<file path="src/rtl/hfds_pkg.sv">
// Package for the Hall fault and drive select block: types and constants
package hfds_pkg;

  // Synchroniser depth for the comparator outputs
  localparam int SYNC_STAGES = 2;

  // Drive style encodings
  localparam logic DRIVE_SINE = 1'h1;
  localparam logic DRIVE_TRAP = 1'h0;

  // Direction values (forward / reverse)
  localparam logic DIR_FWD = 1'h0;
  localparam logic DIR_REV = 1'h1;

  // Three-phase Hall element input pair
  typedef struct packed {
    logic [2:0] hall_positive_input;
    logic [2:0] hall_negative_input;
  } hfds_hall_in_t;

  // Gate enables for the six output transistors
  typedef struct packed {
    logic [2:0] high_side;
    logic [2:0] low_side;
  } hfds_gate_t;

  // Position state, bit 2 = u, bit 1 = v, bit 0 = w
  typedef logic [2:0] hfds_pos_t;

  // Gate enables when all transistors must be off
  localparam hfds_gate_t GATES_OFF = '{high_side: 3'h0, low_side: 3'h0};

  // Reset value of the synchronised position state (a valid commutation step)
  localparam hfds_pos_t POS_RESET = 3'h5;

endpackage : hfds_pkg

</file>
<file path="src/rtl/hfds_top.sv">
// Hall abnormality detection, rotation direction and drive style selection
// Contract
// Each phase position signal is the comparison of its positive and negative Hall inputs.
// With direction select low, forward rotation gives sinusoidal and reverse gives trapezoidal drive.
// With direction select high, forward rotation gives trapezoidal and reverse gives sinusoidal drive.
// All three position signals high or all low is a Hall fault and turns every transistor off.
// Every other position state drives the transistors from the commutation table.
// The fault output stays high for as long as the Hall fault lasts.
// Rotation against the preset direction raises the fault output and trapezoidal drive within one step.
// Rotation in the preset direction leaves the reverse-rotation part of the fault output low.
// Comparator outputs are synchronised to the clock before any fault or direction decision.
`timescale 1ns/100ps
module hfds_top (
  input  wire logic                   clk_sys,
  input  wire logic                   rst_b,
  input  wire hfds_pkg::hfds_hall_in_t hall_in,
  input  wire logic                   direction_select,
  output logic                        fault_out,
  output logic                        drive_sine,
  output hfds_pkg::hfds_gate_t        gate_en,
  output hfds_pkg::hfds_pos_t         position_sense
);

  // Commutation table: 120 degree step pattern, u=bit2 v=bit1 w=bit0
  function automatic hfds_pkg::hfds_gate_t commutate(input hfds_pkg::hfds_pos_t p);
    hfds_pkg::hfds_gate_t g;
    g = hfds_pkg::GATES_OFF;
    case (p)
      3'h5:    begin g.high_side = 3'h4; g.low_side = 3'h2; end
      3'h4:    begin g.high_side = 3'h4; g.low_side = 3'h1; end
      3'h6:    begin g.high_side = 3'h2; g.low_side = 3'h1; end
      3'h2:    begin g.high_side = 3'h2; g.low_side = 3'h4; end
      3'h3:    begin g.high_side = 3'h1; g.low_side = 3'h4; end
      3'h1:    begin g.high_side = 3'h1; g.low_side = 3'h2; end
      default: g = hfds_pkg::GATES_OFF;
    endcase
    return g;
  endfunction : commutate

  // Forward successor of a valid position state
  function automatic hfds_pkg::hfds_pos_t next_fwd(input hfds_pkg::hfds_pos_t p);
    hfds_pkg::hfds_pos_t n;
    n = p;
    case (p)
      3'h5:    n = 3'h4;
      3'h4:    n = 3'h6;
      3'h6:    n = 3'h2;
      3'h2:    n = 3'h3;
      3'h3:    n = 3'h1;
      3'h1:    n = 3'h5;
      default: n = p;
    endcase
    return n;
  endfunction : next_fwd

  // Last rotation direction seen between two valid position states.
  // Held across invalid states, so a brief Hall dropout does not lose it.
  typedef enum logic [0:0] {HFDS_ROT_FWD, HFDS_ROT_REV} hfds_rot_t;

  // Comparator outputs, one per phase
  // The analog compare is reduced to a digital one: a phase reads high
  // only when its positive input is up and its negative input is down.
  // An input pair that shows both high or both low reads as low, which
  // keeps a floating element from looking like a valid high phase.
  hfds_pkg::hfds_pos_t      cmp_bits;
  always_comb
  begin
    for (int i = 0; i < 3; i++)
      cmp_bits[i] = hall_in.hall_positive_input[i] & ~hall_in.hall_negative_input[i];
  end

  // Two-stage synchroniser; stage one is read only by stage two
  hfds_pkg::hfds_pos_t sync1_r;
  hfds_pkg::hfds_pos_t pos_r;
  hfds_pkg::hfds_pos_t prev_r;
  hfds_rot_t           rot_r;
  hfds_rot_t           rot_nxt;

  always_ff @(posedge clk_sys or negedge rst_b)
  begin
    if (!rst_b)
    begin
      sync1_r <= hfds_pkg::POS_RESET;
      pos_r   <= hfds_pkg::POS_RESET;
    end
    else
    begin
      sync1_r <= cmp_bits;
      pos_r   <= sync1_r;
    end
  end

  // Decoding of the synchronised state
  wire hall_bad  = (pos_r == 3'h7) || (pos_r == 3'h0);
  wire prev_bad  = (prev_r == 3'h7) || (prev_r == 3'h0);
  wire step_seen = (pos_r != prev_r) && !hall_bad && !prev_bad;
  wire step_fwd  = step_seen && (next_fwd(prev_r) == pos_r);

  // Direction is judged at the first edge of each step, well inside 60 degrees
  always_comb
  begin
    rot_nxt = rot_r;
    if (step_seen)
      rot_nxt = step_fwd ? HFDS_ROT_FWD : HFDS_ROT_REV;
  end

  always_ff @(posedge clk_sys or negedge rst_b)
  begin
    if (!rst_b)
    begin
      prev_r <= hfds_pkg::POS_RESET;
      rot_r  <= HFDS_ROT_FWD;
    end
    else
    begin
      prev_r <= pos_r;
      rot_r  <= rot_nxt;
    end
  end

  wire rot_dir     = (rot_r == HFDS_ROT_REV) ? hfds_pkg::DIR_REV : hfds_pkg::DIR_FWD;
  wire against_dir = (rot_dir != direction_select);
  // Sine only when turning the preset way; covers both preset directions
  wire sine_sel    = against_dir ? hfds_pkg::DRIVE_TRAP : hfds_pkg::DRIVE_SINE;
  wire fault_nxt   = hall_bad || against_dir;
  wire hfds_pkg::hfds_gate_t gate_nxt = hall_bad ? hfds_pkg::GATES_OFF
                                                 : commutate(pos_r);

  // Registered outputs; one cycle after the decision
  always_ff @(posedge clk_sys or negedge rst_b)
  begin
    if (!rst_b)
    begin
      fault_out      <= 1'h0;
      drive_sine     <= hfds_pkg::DRIVE_SINE;
      gate_en        <= hfds_pkg::GATES_OFF;
      position_sense <= hfds_pkg::POS_RESET;
    end
    else
    begin
      fault_out      <= fault_nxt;
      drive_sine     <= sine_sel;
      gate_en        <= gate_nxt;
      position_sense <= pos_r;
    end
  end

  // Checks
  a_hall_gates_off: assert property (@(posedge clk_sys) disable iff (!rst_b)
    hall_bad |=> (gate_en == hfds_pkg::GATES_OFF)) else $error("gates on during hall fault");
  a_hall_fault_hi: assert property (@(posedge clk_sys) disable iff (!rst_b)
    hall_bad |=> fault_out) else $error("fault low during hall fault");
  a_commut_table: assert property (@(posedge clk_sys) disable iff (!rst_b)
    !hall_bad |=> (gate_en == commutate($past(pos_r)))) else $error("commutation mismatch");
  a_sync_delay: assert property (@(posedge clk_sys) disable iff (!rst_b)
    ##2 (pos_r == $past(cmp_bits, 2))) else $error("sync path not two stages");
  a_rev_fault: assert property (@(posedge clk_sys) disable iff (!rst_b)
    (step_seen && !step_fwd && direction_select == hfds_pkg::DIR_FWD) ##1
    (direction_select == hfds_pkg::DIR_FWD) |=> fault_out && !drive_sine)
    else $error("reverse rotation not flagged");
  a_fwd_sine: assert property (@(posedge clk_sys) disable iff (!rst_b)
    (rot_r == HFDS_ROT_FWD && !direction_select) |=> drive_sine) else $error("expected sine");
  a_rev_preset_sine: assert property (@(posedge clk_sys) disable iff (!rst_b)
    (rot_r == HFDS_ROT_REV && direction_select) |=> drive_sine) else $error("expected sine");
  a_preset_no_fault: assert property (@(posedge clk_sys) disable iff (!rst_b)
    (!against_dir && !hall_bad) |=> !fault_out) else $error("spurious fault");
  a_drive_trap: assert property (@(posedge clk_sys) disable iff (!rst_b)
    (rot_r == HFDS_ROT_REV && !direction_select) |=> !drive_sine) else $error("expected trap");

  // Preset reverse while turning forward must fall back to trapezoidal
  a_preset_rev_trap: assert property (@(posedge clk_sys) disable iff (!rst_b)
    (rot_r == HFDS_ROT_FWD && direction_select) |=> !drive_sine) else $error("expected trap");

  // Any rotation against the preset way raises the fault output
  a_against_fault: assert property (@(posedge clk_sys) disable iff (!rst_b)
    against_dir |=> fault_out) else $error("fault low against preset");

  // Direction register tracks every valid step
  a_rev_step_seen: assert property (@(posedge clk_sys) disable iff (!rst_b)
    (step_seen && !step_fwd) |=> (rot_r == HFDS_ROT_REV)) else $error("reverse step missed");

  a_fwd_step_seen: assert property (@(posedge clk_sys) disable iff (!rst_b)
    (step_seen && step_fwd) |=> (rot_r == HFDS_ROT_FWD)) else $error("forward step missed");

  // Steps into or out of an invalid state must not move the direction
  a_rot_hold: assert property (@(posedge clk_sys) disable iff (!rst_b)
    !step_seen |=> $stable(rot_r)) else $error("direction moved without a step");

  // Valid states switch exactly one high side and one low side
  a_one_high_side: assert property (@(posedge clk_sys) disable iff (!rst_b)
    !hall_bad |=> $onehot(gate_en.high_side)) else $error("high side not one-hot");

  a_one_low_side: assert property (@(posedge clk_sys) disable iff (!rst_b)
    !hall_bad |=> $onehot(gate_en.low_side)) else $error("low side not one-hot");

  // Shoot-through guard: never both transistors of one phase
  a_no_shoot_thru: assert property (@(posedge clk_sys) disable iff (!rst_b)
    (gate_en.high_side & gate_en.low_side) == 3'h0) else $error("phase shoot-through");

  // Valid states never leave the bridge idle
  a_gates_active: assert property (@(posedge clk_sys) disable iff (!rst_b)
    !hall_bad |=> (gate_en != hfds_pkg::GATES_OFF)) else $error("gates idle in valid state");

  // Published position is the synchronised state, one edge late
  a_pos_follows: assert property (@(posedge clk_sys) disable iff (!rst_b)
    1'h1 |=> (position_sense == $past(pos_r))) else $error("position output stale");

  // Once the Hall fault ends the hall part of the fault output drops
  a_fault_release: assert property (@(posedge clk_sys) disable iff (!rst_b)
    (!hall_bad && !against_dir) |=> !fault_out) else $error("fault held after hall fault");

  // Drive style is a pure function of direction match, hall state aside
  a_sine_match: assert property (@(posedge clk_sys) disable iff (!rst_b)
    !against_dir |=> drive_sine) else $error("sine missing in preset direction");

  // Reverse preset with reverse rotation raises no fault of its own
  a_rev_preset_ok: assert property (@(posedge clk_sys) disable iff (!rst_b)
    (rot_r == HFDS_ROT_REV && direction_select && !hall_bad) |=> !fault_out)
    else $error("fault while turning the preset way");

endmodule : hfds_top

</file>
<file path="config.mk">
export PLATFORM = sky130hd
export DESIGN_NAME = hfds_top
export DESIGN_NICKNAME = d
export VERILOG_FILES = /design/src/rtl/hfds_pkg.sv /design/src/rtl/hfds_top.sv
export SDC_FILE = /design/constraint.sdc
export NUM_CORES = 1
export LEC_CHECK = 0
export ABC_CLOCK_PERIOD_IN_PS = 1460
export BUFFER_PORTS_ARGS = -buffer_cell sky130_fd_sc_hd__buf_2
export CORE_MARGIN = 5
export CORE_UTILIZATION = 35
export CTS_BUF_LIST = sky130_fd_sc_hd__clkbuf_4 sky130_fd_sc_hd__clkbuf_8
export CTS_CLUSTER_DIAMETER = 30
export DETAILED_ROUTE_END_ITERATION = 16
export PLACE_DENSITY_LB_ADDON = 0.1
export SLEW_MARGIN = 15
export SYNTH_ARGS = -nofsm -noshare
export SYNTH_HDL_FRONTEND = slang
export SYNTH_SLANG_ARGS = --single-unit
</file>
<file path="constraint.sdc">
create_clock -name clk_sys -period 1.46 [get_ports clk_sys]
set_input_delay 0.292 -clock clk_sys [delete_from_list [all_inputs] [get_ports clk_sys]]
set_output_delay 0.292 -clock clk_sys [all_outputs]
set_load 0.005 [all_outputs]
</file>
Word-level counts from Yosys, hierarchy flattened
Cells that the tools add are included.
{"block": "word_totals", "register_bits": 18, "inputBits": 9, "output_inout_bits": 11, "word_cells": 47}
{"block": "op_classes", "n_eq_ne": 17, "muxes": 6, "bitwise_logic": 6, "n_reduce_logical": 10}
{"op": "case mux 6 bit (6 select lines)", "count": 1}
{"op": "equality test 3 bit (second input constant)", "count": 8}
{"op": "case mux 3 bit (6 select lines)", "count": 1}
{"op": "equality test 3 x 2 -> 1 bit (second input constant)", "count": 4}
{"op": "equality test 3 x 1 -> 1 bit (second input constant)", "count": 2}
{"op": "zero test 3 bit", "count": 2}
{"op": "2-to-1 mux 6 bit", "count": 1}
{"op": "bitwise AND 1 bit", "count": 3}
{"op": "equality test 3 bit", "count": 1}
{"op": "logical AND 1 bit", "count": 3}
{"op": "logical OR 1 bit", "count": 3}
{"op": "2-to-1 mux 1 bit", "count": 3}
{"op": "inequality test 3 bit", "count": 1}
{"op": "NOT 1 bit", "count": 3}
{"op": "zero test 1 bit", "count": 2}
{"op": "inequality test 1 bit", "count": 1}

Depth between registers and ports, before layout
Gate-level depths: netlist of run 1.
{"block": "logic_depth", "ltp_word": 7, "depth_mapped": 5, "depth_no_buf": 4}

Worst setup path after synthesis of run 1
OpenSTA, ideal clock, no wires.
{"block": "synth_timing", "path_kind": "reg-to-reg", "startpoint": "register, netlist name position_sense[2]", "endpoint": "register rot_r", "setup_time_ps": 65, "t_arrival_ps": 1251, "required_time_ps": 1395, "setup_slack_ps": 144, "path_stages_with_launch": 6, "path_buffers": 1, "synth_period_minus_slack_ps": 1316, "cell_sequence": "dfstp_2 > buf_4 > o21ai_1 > a211o_1 > a21oi_1 > o211a_1"}
{"element": "end signal: assignment", "line": "hfds_top.sv:117", "rtl": "rot_r <= rot_nxt;"}
{"element": "end: declaration", "line": "hfds_top.sv:76", "rtl": "hfds_rot_t rot_r;"}

Worst setup path after layout of run 1
{"block": "layout_timing", "startpoint": "register pos_r[0]", "endpoint": "register rot_r"}
{"block": "layout_via", "elab_chain_cells": 7, "word_cells_on_any_way": 10, "cone_classes": "eq/ne (3); mux (1); reduce/logical (6)"}
{"element": "start: declaration", "line": "hfds_top.sv:74", "rtl": "hfds_pkg::hfds_pos_t pos_r;"}
{"element": "start signal: assignment", "line": "hfds_top.sv:84", "rtl": "pos_r <= hfds_pkg::POS_RESET;"}
{"element": "start signal: assignment", "line": "hfds_top.sv:89", "rtl": "pos_r <= sync1_r;"}
{"element": "equality test 3 bit / zero test 3 bit (equally long branches)", "line": "hfds_top.sv:94", "rtl": "wire hall_bad = (pos_r == 3'h7) || (pos_r == 3'h0);"}
{"element": "logical OR 1 bit", "line": "hfds_top.sv:94"}
{"element": "zero test 1 bit", "line": "hfds_top.sv:96", "rtl": "wire step_seen = (pos_r != prev_r) && !hall_bad && !prev_bad;"}
{"element": "logical AND 1 bit (2 in series)", "line": "hfds_top.sv:96"}
{"element": "logical AND 1 bit", "line": "hfds_top.sv:97", "rtl": "wire step_fwd = step_seen && (next_fwd(prev_r) == pos_r);"}
{"element": "2-to-1 mux 1 bit", "line": "hfds_top.sv:104", "rtl": "rot_nxt = step_fwd ? HFDS_ROT_FWD : HFDS_ROT_REV;"}
Parallel ways exist; a longest one is shown, timed or not.
A chain may end at the register's enable or synchronous reset.

==> flow_summary.html, run 1 <==
<table>
<tr><th>Metric</th><th>Value</th></tr>
<tr><th colspan="2">Clock tree</th></tr>
<tr><td>Setup Buffers After CTS</td><td>0</td></tr>
<tr><td>Clock tree from TritonCTS</td><td>yes</td></tr>
<tr><td>Clock latency at the later pin of the worst-skew pair</td><td>just under 300 ps</td></tr>
<tr><td>Count of H-tree levels built during CTS</td><td>1</td></tr>
<tr><td>Root buf cell</td><td>clkbuf_4</td></tr>
<tr><td>Cts bufs inserted</td><td>3</td></tr>
<tr><td>Clock slew at reported path FFs</td><td>approximately 100 ps</td></tr>
<tr><td>Buffer depth of the longest clock path</td><td>2</td></tr>
<tr><td>Number of sinks on the clock net</td><td>18</td></tr>
<tr><th colspan="2">Critical path</th></tr>
<tr><td>Critical path arrival</td><td>around 1600 ps</td></tr>
<tr><td>Startpoint of the worst register-to-register path</td><td>pos_r[0]</td></tr>
<tr><td>Worst path required time</td><td>about 1700 ps</td></tr>
<tr><td>Worst Path Max Fanout</td><td>7</td></tr>
<tr><td>Setup crit start</td><td>pos_r[0]</td></tr>
<tr><td>Worst Setup Path Type</td><td>register to register</td></tr>
<tr><td>Kind of start point of the critical path</td><td>register</td></tr>
<tr><td>Critical path endpoint category</td><td>register</td></tr>
<tr><th colspan="2">Timing</th></tr>
<tr><td>Hold violation count in the final report</td><td>0</td></tr>
<tr><td>Worst-Margin Slew</td><td>between 300 and 400 ps</td></tr>
<tr><td>Final setup fails</td><td>0</td></tr>
<tr><td>Tmin final</td><td>approximately 1400 ps</td></tr>
<tr><td>Setup TNS</td><td>0 ps</td></tr>
<tr><td>Unrepaired setup endpoints after global routing</td><td>false</td></tr>
<tr><td>Worst Skew</td><td>about 4.3 ps</td></tr>
<tr><td>Maximum clock frequency</td><td>~730 MHz</td></tr>
<tr><td>Worst-case hold slack</td><td>approximately 100 ps</td></tr>
<tr><td>Post-route clock period utilization</td><td>between 90% and 100%</td></tr>
<tr><td>Final worst slack</td><td>84.5 ps</td></tr>
<tr><td>Worst slew slack as a fraction of its limit</td><td>between 70% and 80%</td></tr>
<tr><td>Final number of max-transition violations</td><td>0</td></tr>
<tr><th colspan="2">Power</th></tr>
<tr><td>Switch share</td><td>22.8%</td></tr>
<tr><td>Pint</td><td>0.761 mW</td></tr>
<tr><td>Worst vdd ir</td><td>0.451 mV</td></tr>
<tr><td>Leakage Power</td><td>0.403 nW</td></tr>
<tr><td>Portion of total power attributed to the clock network</td><td>30.6%</td></tr>
<tr><td>Register share of total power</td><td>58.5%</td></tr>
<tr><td>Total power per unit cell area</td><td>approximately 1100 nW/um^2</td></tr>
<tr><td>Switching power summed over all nets</td><td>roughly 0.23 mW</td></tr>
<tr><td>Combinational share of power</td><td>between 10% and 20%</td></tr>
<tr><th colspan="2">Floorplan</th></tr>
<tr><td>Count of standard-cell rows</td><td>16</td></tr>
<tr><td>Core box area</td><td>approximately 1900 sq um</td></tr>
<tr><td>Die Y-Extent</td><td>approximately 55 um</td></tr>
<tr><td># IOs</td><td>20</td></tr>
<tr><td>Die area</td><td>between 2000 and 3000 sq um</td></tr>
<tr><td>Effective utilization at floorplan</td><td>36.2%</td></tr>
<tr><td>Die width</td><td>54.6 um</td></tr>
<tr><th colspan="2">Synth</th></tr>
<tr><td>Biggest area consumer among synthesized cells</td><td>dfrtp_1</td></tr>
<tr><td>Synth warn</td><td>0</td></tr>
<tr><td>Share of synthesized cell area in and, or, nand and nor gates</td><td>16.9%</td></tr>
<tr><td>Fraction of registers with async set/reset</td><td>100%</td></tr>
<tr><td>Sequential fraction of the synthesis area</td><td>between 60 and 70%</td></tr>
<tr><td>Synthesized area divided by synthesized cell count</td><td>12.4 sq um</td></tr>
<tr><td>Number of flops mapped to enable cells by yosys</td><td>0</td></tr>
<tr><td>Area fraction of the dominant cell type after synthesis</td><td>between 30% and 40%</td></tr>
<tr><td>Area of the mapped netlist</td><td>696 sq um</td></tr>
<tr><td>FF+latch count, synth</td><td>18</td></tr>
<tr><td>Fraction of the mapped netlist area in adder cells</td><td>0%</td></tr>
<tr><td>Fraction of synthesized area in multiplexers</td><td>0%</td></tr>
<tr><td>Top-count cell post-synth</td><td>dfrtp_1</td></tr>
<tr><td>XOR/XNOR Fraction of Synth Area</td><td>2.52%</td></tr>
<tr><td>Largest cells by area after synthesis</td><td>dfrtp_1 40%, dfstp_2 26%, nor2b_1 5.4%</td></tr>
<tr><td>Commonest cells in the synthesized netlist</td><td>11 x dfrtp_1, 7 x dfstp_2, 6 x nor2b_1</td></tr>
<tr><td>Gate count of the mapped netlist</td><td>between 50 and 60</td></tr>
<tr><td>Commonest register cell after synthesis</td><td>dfrtp_1</td></tr>
<tr><td>Compound-gate portion of the synthesized area</td><td>about a tenth</td></tr>
<tr><td>Library cells used by synthesis</td><td>26</td></tr>
<tr><td>Nets in the synthesized netlist</td><td>65</td></tr>
<tr><td>Largest family of logic cells by synthesized area</td><td>simple AND/OR/NAND/NOR gates</td></tr>
<tr><th colspan="2">Route</th></tr>
<tr><td>Initial DRC Count</td><td>15</td></tr>
<tr><td>Total wirelength of the detailed-routed design</td><td>1.19 mm</td></tr>
<tr><td>Mean routed wirelength per cell</td><td>11.2 um</td></tr>
<tr><td>Count of vias placed by the detailed router</td><td>between 400 and 500</td></tr>
<tr><td>Routed via count divided by cell count</td><td>roughly 4.7</td></tr>
<tr><td>Number of nets with antenna violations after detailed routing</td><td>0</td></tr>
<tr><td>First-pass iteration count of the detailed router</td><td>5</td></tr>
<tr><td># DRC</td><td>0</td></tr>
<tr><th colspan="2">Placement</th></tr>
<tr><td>Count of buffers from port buffering</td><td>19</td></tr>
<tr><td>Dpl cells</td><td>approximately 100</td></tr>
<tr><td>Detailed placement HPWL</td><td>just under 900 um</td></tr>
<tr><td>Final Wtd Congestion</td><td>a little over 0.8</td></tr>
<tr><td>Post-Place Setup Slack</td><td>between 100 and 150 ps</td></tr>
<tr><th colspan="2">Global route</th></tr>
<tr><td>Antenna violations before repair</td><td>0</td></tr>
<tr><td>Vias in the first global route</td><td>between 400 and 500</td></tr>
<tr><td>Largest net degree at the start of global routing</td><td>19</td></tr>
<tr><td>Wire length of the first global-routing pass</td><td>approximately 1.9 mm</td></tr>
<tr><td>Global-route total usage across every layer</td><td>9.08%</td></tr>
<tr><td>Total global routing overflow</td><td>0</td></tr>
<tr><th colspan="2">Cells and area</th></tr>
<tr><td>Final Util</td><td>about 45%</td></tr>
<tr><td>Final cell count without fillers</td><td>106</td></tr>
<tr><td>Antenna diode instance count</td><td>0</td></tr>
<tr><td>Synth-to-Final Area Change</td><td>23.9%</td></tr>
<tr><td>Total number of nets in the final design</td><td>89</td></tr>
<tr><td>Share of post-route cells with drive strength above 1</td><td>about 43%</td></tr>
<tr><th colspan="2">Job</th></tr>
<tr><td>Count of max-cap constraint violations</td><td>0</td></tr>
<tr><th colspan="2">Worst hold path</th></tr>
<tr><td>Path category of the worst min-delay check</td><td>input port to register</td></tr>
<tr><td>Startpoint of the lowest-slack hold path</td><td>hall_in[2]</td></tr>
<tr><th colspan="2">Run status</th></tr>
<tr><td>Status</td><td>finished, final reports clean</td></tr>
</table>
per-layer routing:
metal	vias to the layer above	global-route usage [%]	part of all wire, %
met5	-	0	0
met4	0	4.98	1.3
met3	2	2.45	8.5
met2	24	15.0	49
met1	231	10.5	41
li1	238	-	-
state kept, by name, indices dropped and copies added, names as in the netlist:
register,cells
position_sense,3
rot_r,1
drive_sine,1
sync1_r,3
pos_r,3
gate_en,6
fault_out,1
power by group through the flow:
stage	Clock, mW	Combinational (mW)	Sequential (mW)
final	0.302	0.107	0.577
after global routing	0.326	0.122	0.583
after CTS	0.315	0.110	0.578
after detailed placement	0	0.108	0.587
after global placement	0	0.108	0.586
after floorplan	0	0.0567	0.583
cell families (layout without fill, tap and decap cells):
family / count (synthesis) / count (layout)
and+or+nand+nor: 20 / 20
DFF: 18 / 18
AOI/OAI and AO/OA: 11 / 11
buffers and inverters: 5 / 28
xor gates and xnor gates: 2 / 2
layout make-up:
class / instances / area (sq um)
Timing Repair Buffer: 22 / 120
Multi-Input combinational cell: 33 / 205
Clock buffer: 4 / 36.3
Tap cell: 27 / 33.8
Inverter: 2 / 7.51
Sequential cell: 18 / 459
Fill cell: 194 / 1060
placed cells by master (no fill, tap or decap):
master / n
dlygate4sd3_1: 1
xnor2_1: 1
dfstp_2: 7
clkbuf_4: 3
nand2_1: 1
nor4b_1: 2
dfrtp_1: 11
nor2b_1: 6
inv_1: 1
o21ai_1: 2
and3_1: 1
nor2_1: 3
o211ai_1: 1
o2bb2ai_1: 1
clkbuf_8: 1
or3_1: 1
a211o_1: 1
buf_2: 19
xor2_1: 1
inv_2: 1
nor3_1: 1
o21ai_0: 1
a21oi_1: 4
buf_4: 2
nor4_1: 1
nand3_1: 3
o211a_1: 1
and2b_2: 1
worst paths after layout:
path | cells past startpoint | slack, ps | to
max | 4 | 80 | rot_r
min | 2 | 100 | sync1_r[2]
max reg2reg | 4 | 80 | rot_r
min reg2reg | 0 | 350 | pos_r[1]
max in group asynchronous | 2 | 710 | pos_r[0]
min in group asynchronous | 2 | 440 | gate_en[2]
through the flow:
stage	total power [mW]	area, sq um
floorplan	0.640	696
global route	1.03	862
detailed placement	0.695	816
finish	0.987	862
global placement	0.694	816
CTS	1.00	862
repair_timing:
action / in CTS / in global routing
endpoints found under the hold margin: 11 / 0
gates resized for setup: 0 / 0
hold buffers: 1 / 0
critical path, cell delays in order, from the launching register on:
cell and delay (ps):
dfstp_2 590, nor2b_1 180, nor4b_1 300, a21oi_1 90
o211a_1 120
(Power assumes the default switching activity.)
==> run 2: changes to the inputs <==
ABC_CLOCK_PERIOD_IN_PS = 1150   (was 1460)
CTS_CLUSTER_DIAMETER = default   (was 30)
clock period = 1.15 ns   (was 1.46 ns; I/O delays follow)
==> run 2 against run 1 <==
Compared with the run above: the flow now finishes with violations (setup timing); die area is the same; final area grew 21%; clock-buffer cell count is the same; wire length grew 26%; worst setup slack lost 260 ps; register-to-register slack lost 220 ps; largest cell class unchanged; largest power group unchanged; highest routed layer unchanged.
==> flow_summary.html, run 2 (synthesis gave the netlist of run 1 again) <==
<table>
<tr><th>Metric</th><th>Value</th></tr>
<tr><th colspan="2">Run status</th></tr>
<tr><td>Status</td><td>finished with violations</td></tr>
<tr><td>Violations in the final reports</td><td>setup timing</td></tr>
<tr><th colspan="2">Worst hold path</th></tr>
<tr><td>Path category of the worst min-delay check</td><td>input port to register</td></tr>
<tr><th colspan="2">Floorplan</th></tr>
<tr><td># IOs</td><td>20 (unchanged)</td></tr>
<tr><td>Count of standard-cell rows</td><td>16 (unchanged)</td></tr>
<tr><td>Die width</td><td>54.6 um (unchanged)</td></tr>
<tr><td>Effective utilization at floorplan</td><td>36.2% (unchanged)</td></tr>
<tr><td>Core box area</td><td>1920 sq um (unchanged)</td></tr>
<tr><td>Die Y-Extent</td><td>54.6 um (unchanged)</td></tr>
<tr><td>Die area</td><td>2980 sq um (unchanged)</td></tr>
<tr><th colspan="2">Clock tree</th></tr>
<tr><td>Buffer depth of the longest clock path</td><td>2 (unchanged)</td></tr>
<tr><td>Cts bufs inserted</td><td>3 (unchanged)</td></tr>
<tr><td>Clock slew at reported path FFs</td><td>100 ps (about the same)</td></tr>
<tr><td>Root buf cell</td><td>clkbuf_4</td></tr>
<tr><td>Clock tree from TritonCTS</td><td>yes</td></tr>
<tr><td>Number of sinks on the clock net</td><td>18 (unchanged)</td></tr>
<tr><td>Count of H-tree levels built during CTS</td><td>1 (unchanged)</td></tr>
<tr><td>Clock latency at the later pin of the worst-skew pair</td><td>290 ps (about the same)</td></tr>
<tr><th colspan="2">Timing</th></tr>
<tr><td>Final worst slack</td><td>-180 ps (-264 ps)</td></tr>
<tr><td>Final number of max-transition violations</td><td>0 (unchanged)</td></tr>
<tr><td>Tmin final</td><td>between 1000 and 1500 ps</td></tr>
<tr><td>Post-route clock period utilization</td><td>116%</td></tr>
<tr><td>Worst-Margin Slew</td><td>385 ps (+3.86 ps)</td></tr>
<tr><td>Final setup fails</td><td>3 (+3)</td></tr>
<tr><td>Worst slew slack as a fraction of its limit</td><td>74.3% (-0.26 points)</td></tr>
<tr><td>Hold violation count in the final report</td><td>0 (unchanged)</td></tr>
<tr><td>Worst Skew</td><td>0.845 ps (-3.45 ps)</td></tr>
<tr><td>Maximum clock frequency</td><td>752 MHz</td></tr>
<tr><td>Unrepaired setup endpoints after global routing</td><td>true</td></tr>
<tr><th colspan="2">Critical path</th></tr>
<tr><td>Count of buffer and inverter cells on the critical path</td><td>2 (+2)</td></tr>
<tr><td>Worst Path Max Fanout</td><td>7 (unchanged)</td></tr>
<tr><td>Master of the slowest instance on the critical path</td><td>dfstp_2</td></tr>
<tr><td>Cell type with the highest occurrence count on the critical path</td><td>buf_6</td></tr>
<tr><td>Slowest cell delay on critical path</td><td>610 ps (+20 ps)</td></tr>
<tr><td>Kind of start point of the critical path</td><td>register</td></tr>
<tr><td>Critical path endpoint category</td><td>primary output</td></tr>
<tr><td>Worst path required time</td><td>920 ps (-730 ps)</td></tr>
<tr><td>Family of cells with the greatest summed delay on the critical path</td><td>flip-flops</td></tr>
<tr><td>Worst Setup Path Type</td><td>register to primary output</td></tr>
<tr><td>Critical path arrival</td><td>1100 ps (-460 ps)</td></tr>
<tr><td>Critical-path cell list</td><td>buf_6, buf_6</td></tr>
<tr><th colspan="2">Placement</th></tr>
<tr><td>Dpl cells</td><td>109 (+7.9%)</td></tr>
<tr><td>Final Wtd Congestion</td><td>0.757 (-7.4%)</td></tr>
<tr><td>Post-Place Setup Slack</td><td>-171 ps (-291 ps)</td></tr>
<tr><td>Count of buffers from port buffering</td><td>19 (unchanged)</td></tr>
<tr><td>Detailed placement HPWL</td><td>948 um (+7.9%)</td></tr>
<tr><th colspan="2">Power</th></tr>
<tr><td>Leakage Power</td><td>0.498 nW (+24%)</td></tr>
<tr><td>Power Total</td><td>1.32 mW (+34%)</td></tr>
<tr><td>Worst vdd ir</td><td>0.911 mV (+100%)</td></tr>
<tr><td>Total power per unit cell area</td><td>1270 nW/um^2 (+11%)</td></tr>
<tr><th colspan="2">Cells and area</th></tr>
<tr><td>Biggest register</td><td>gate_en</td></tr>
<tr><td>Antenna diode instance count</td><td>0 (unchanged)</td></tr>
<tr><td>Synth-to-Final Area Change</td><td>50.0%</td></tr>
<tr><td>Final cell count without fillers</td><td>123 (+16%)</td></tr>
<tr><td>Leading cell type in the layout, fill and taps excluded</td><td>buf_2</td></tr>
<tr><td>Number of flip-flops under the largest register name</td><td>6 (unchanged)</td></tr>
<tr><td>Fillers</td><td>180 (-7.2%)</td></tr>
<tr><td>Total number of nets in the final design</td><td>106 (+19%)</td></tr>
<tr><td>Leading cell types in the layout, fill and taps excluded</td><td>17 x buf_2, 15 x buf_4, 9 x dfrtp_1</td></tr>
<tr><td>Combined area of the multi-input logic cells</td><td>229 sq um (+12%)</td></tr>
<tr><td>Share of post-route cells with drive strength above 1</td><td>59.4% (+16 points)</td></tr>
<tr><td>Storage cell area</td><td>462 sq um (+0.55%)</td></tr>
<tr><th colspan="2">Route</th></tr>
<tr><td># DRC</td><td>0 (unchanged)</td></tr>
<tr><td>Mean routed wirelength per cell</td><td>12.2 um (+8.8%)</td></tr>
<tr><td>Routed via count divided by cell count</td><td>4.58 (-2.0%)</td></tr>
<tr><td>First-pass iteration count of the detailed router</td><td>2 (-3)</td></tr>
<tr><td>Initial DRC Count</td><td>4 (-11)</td></tr>
<tr><td>Number of nets with antenna violations after detailed routing</td><td>0 (unchanged)</td></tr>
<tr><td>Total wirelength of the detailed-routed design</td><td>1.50 mm (+26%)</td></tr>
<tr><td>Count of vias placed by the detailed router</td><td>563 (+14%)</td></tr>
<tr><th colspan="2">Global route</th></tr>
<tr><td>Antenna violations before repair</td><td>0 (unchanged)</td></tr>
<tr><td>Total global routing overflow</td><td>0 (unchanged)</td></tr>
<tr><td>Global-route total usage across every layer</td><td>12.6% (+3.6 points)</td></tr>
<tr><td>Wire length of the first global-routing pass</td><td>2.55 mm (+34%)</td></tr>
<tr><td>Vias in the first global route</td><td>586 (+33%)</td></tr>
<tr><td>Largest net degree at the start of global routing</td><td>19 (unchanged)</td></tr>
<tr><th colspan="2">Job</th></tr>
<tr><td>Count of max-cap constraint violations</td><td>0 (unchanged)</td></tr>
</table>
run 2: cell count changes in the layout (fill, tap and decap cells not counted), sizes merged:
cell	change
buf	+17
run 2: timing repair:
action                     CTS  global route
pin swaps                    5             5
buffers inserted             9             0
setup endpoints to repair    6             6
hold endpoints to repair    11             0
hold buffers                 1             0
resized for setup           10             5
run 2: path summary, 6_finish.rpt:
path,from,to,slack [ps],depth (start not counted)
max in group asynchronous,rst_b,position_sense[0],460,2
min reg2reg,sync1_r[1],pos_r[1],360,0
min,hall_in[0],sync1_r[0],30,2
max reg2reg,pos_r[0],rot_r,-140,4
min in group asynchronous,rst_b,gate_en[4],380,2
max,position_sense[2],position_sense[2],-180,2
run 2: worst reg2reg max path, delay by kind of cell (launching register included):
family	cells	cell delay (ps)
AO/OA/AOI/OAI	4	630
flip-flops	1	610
run 2: metal layers:
layer | vias to the layer above | GRT usage, % | wire (um)
li1 | 273 | - | -
met1 | 269 | 12.6 | 586
met2 | 17 | 21.3 | 752
met3 | 4 | 3.27 | 113
met4 | 0 | 11.2 | 46
met5 | - | 0 | 0
run 2: final cells by class:
type / count / area share (%)
clock buffers: 4 / 3.48
inverters: 2 / 0.719
multi-input cells: 33 / 21.9
flip-flops and latches: 18 / 44.2
well taps: 27 / 3.24
repair buffers: 39 / 26.4
run 2: report_power, final:
part	total, mW	switching, mW	internal [mW]
registers	0.731	0.0311	0.700
logic	0.204	0.0820	0.122
clock network	0.389	0.196	0.193
run 2: stage by stage:
step / utilization (%) / TNS (ps) / hold WS, ps / area [sq um]
finish: 54.3 / -456 / 32.4 / 1040
floorplan: - / -115 / -65.6 / 706
global route: 54.3 / -629 / 30.6 / 1040
global placement: 45.6 / -156 / 175 / 876
detailed placement: 45.6 / -180 / 177 / 876
CTS: 53.5 / -476 / 22.0 / 1030
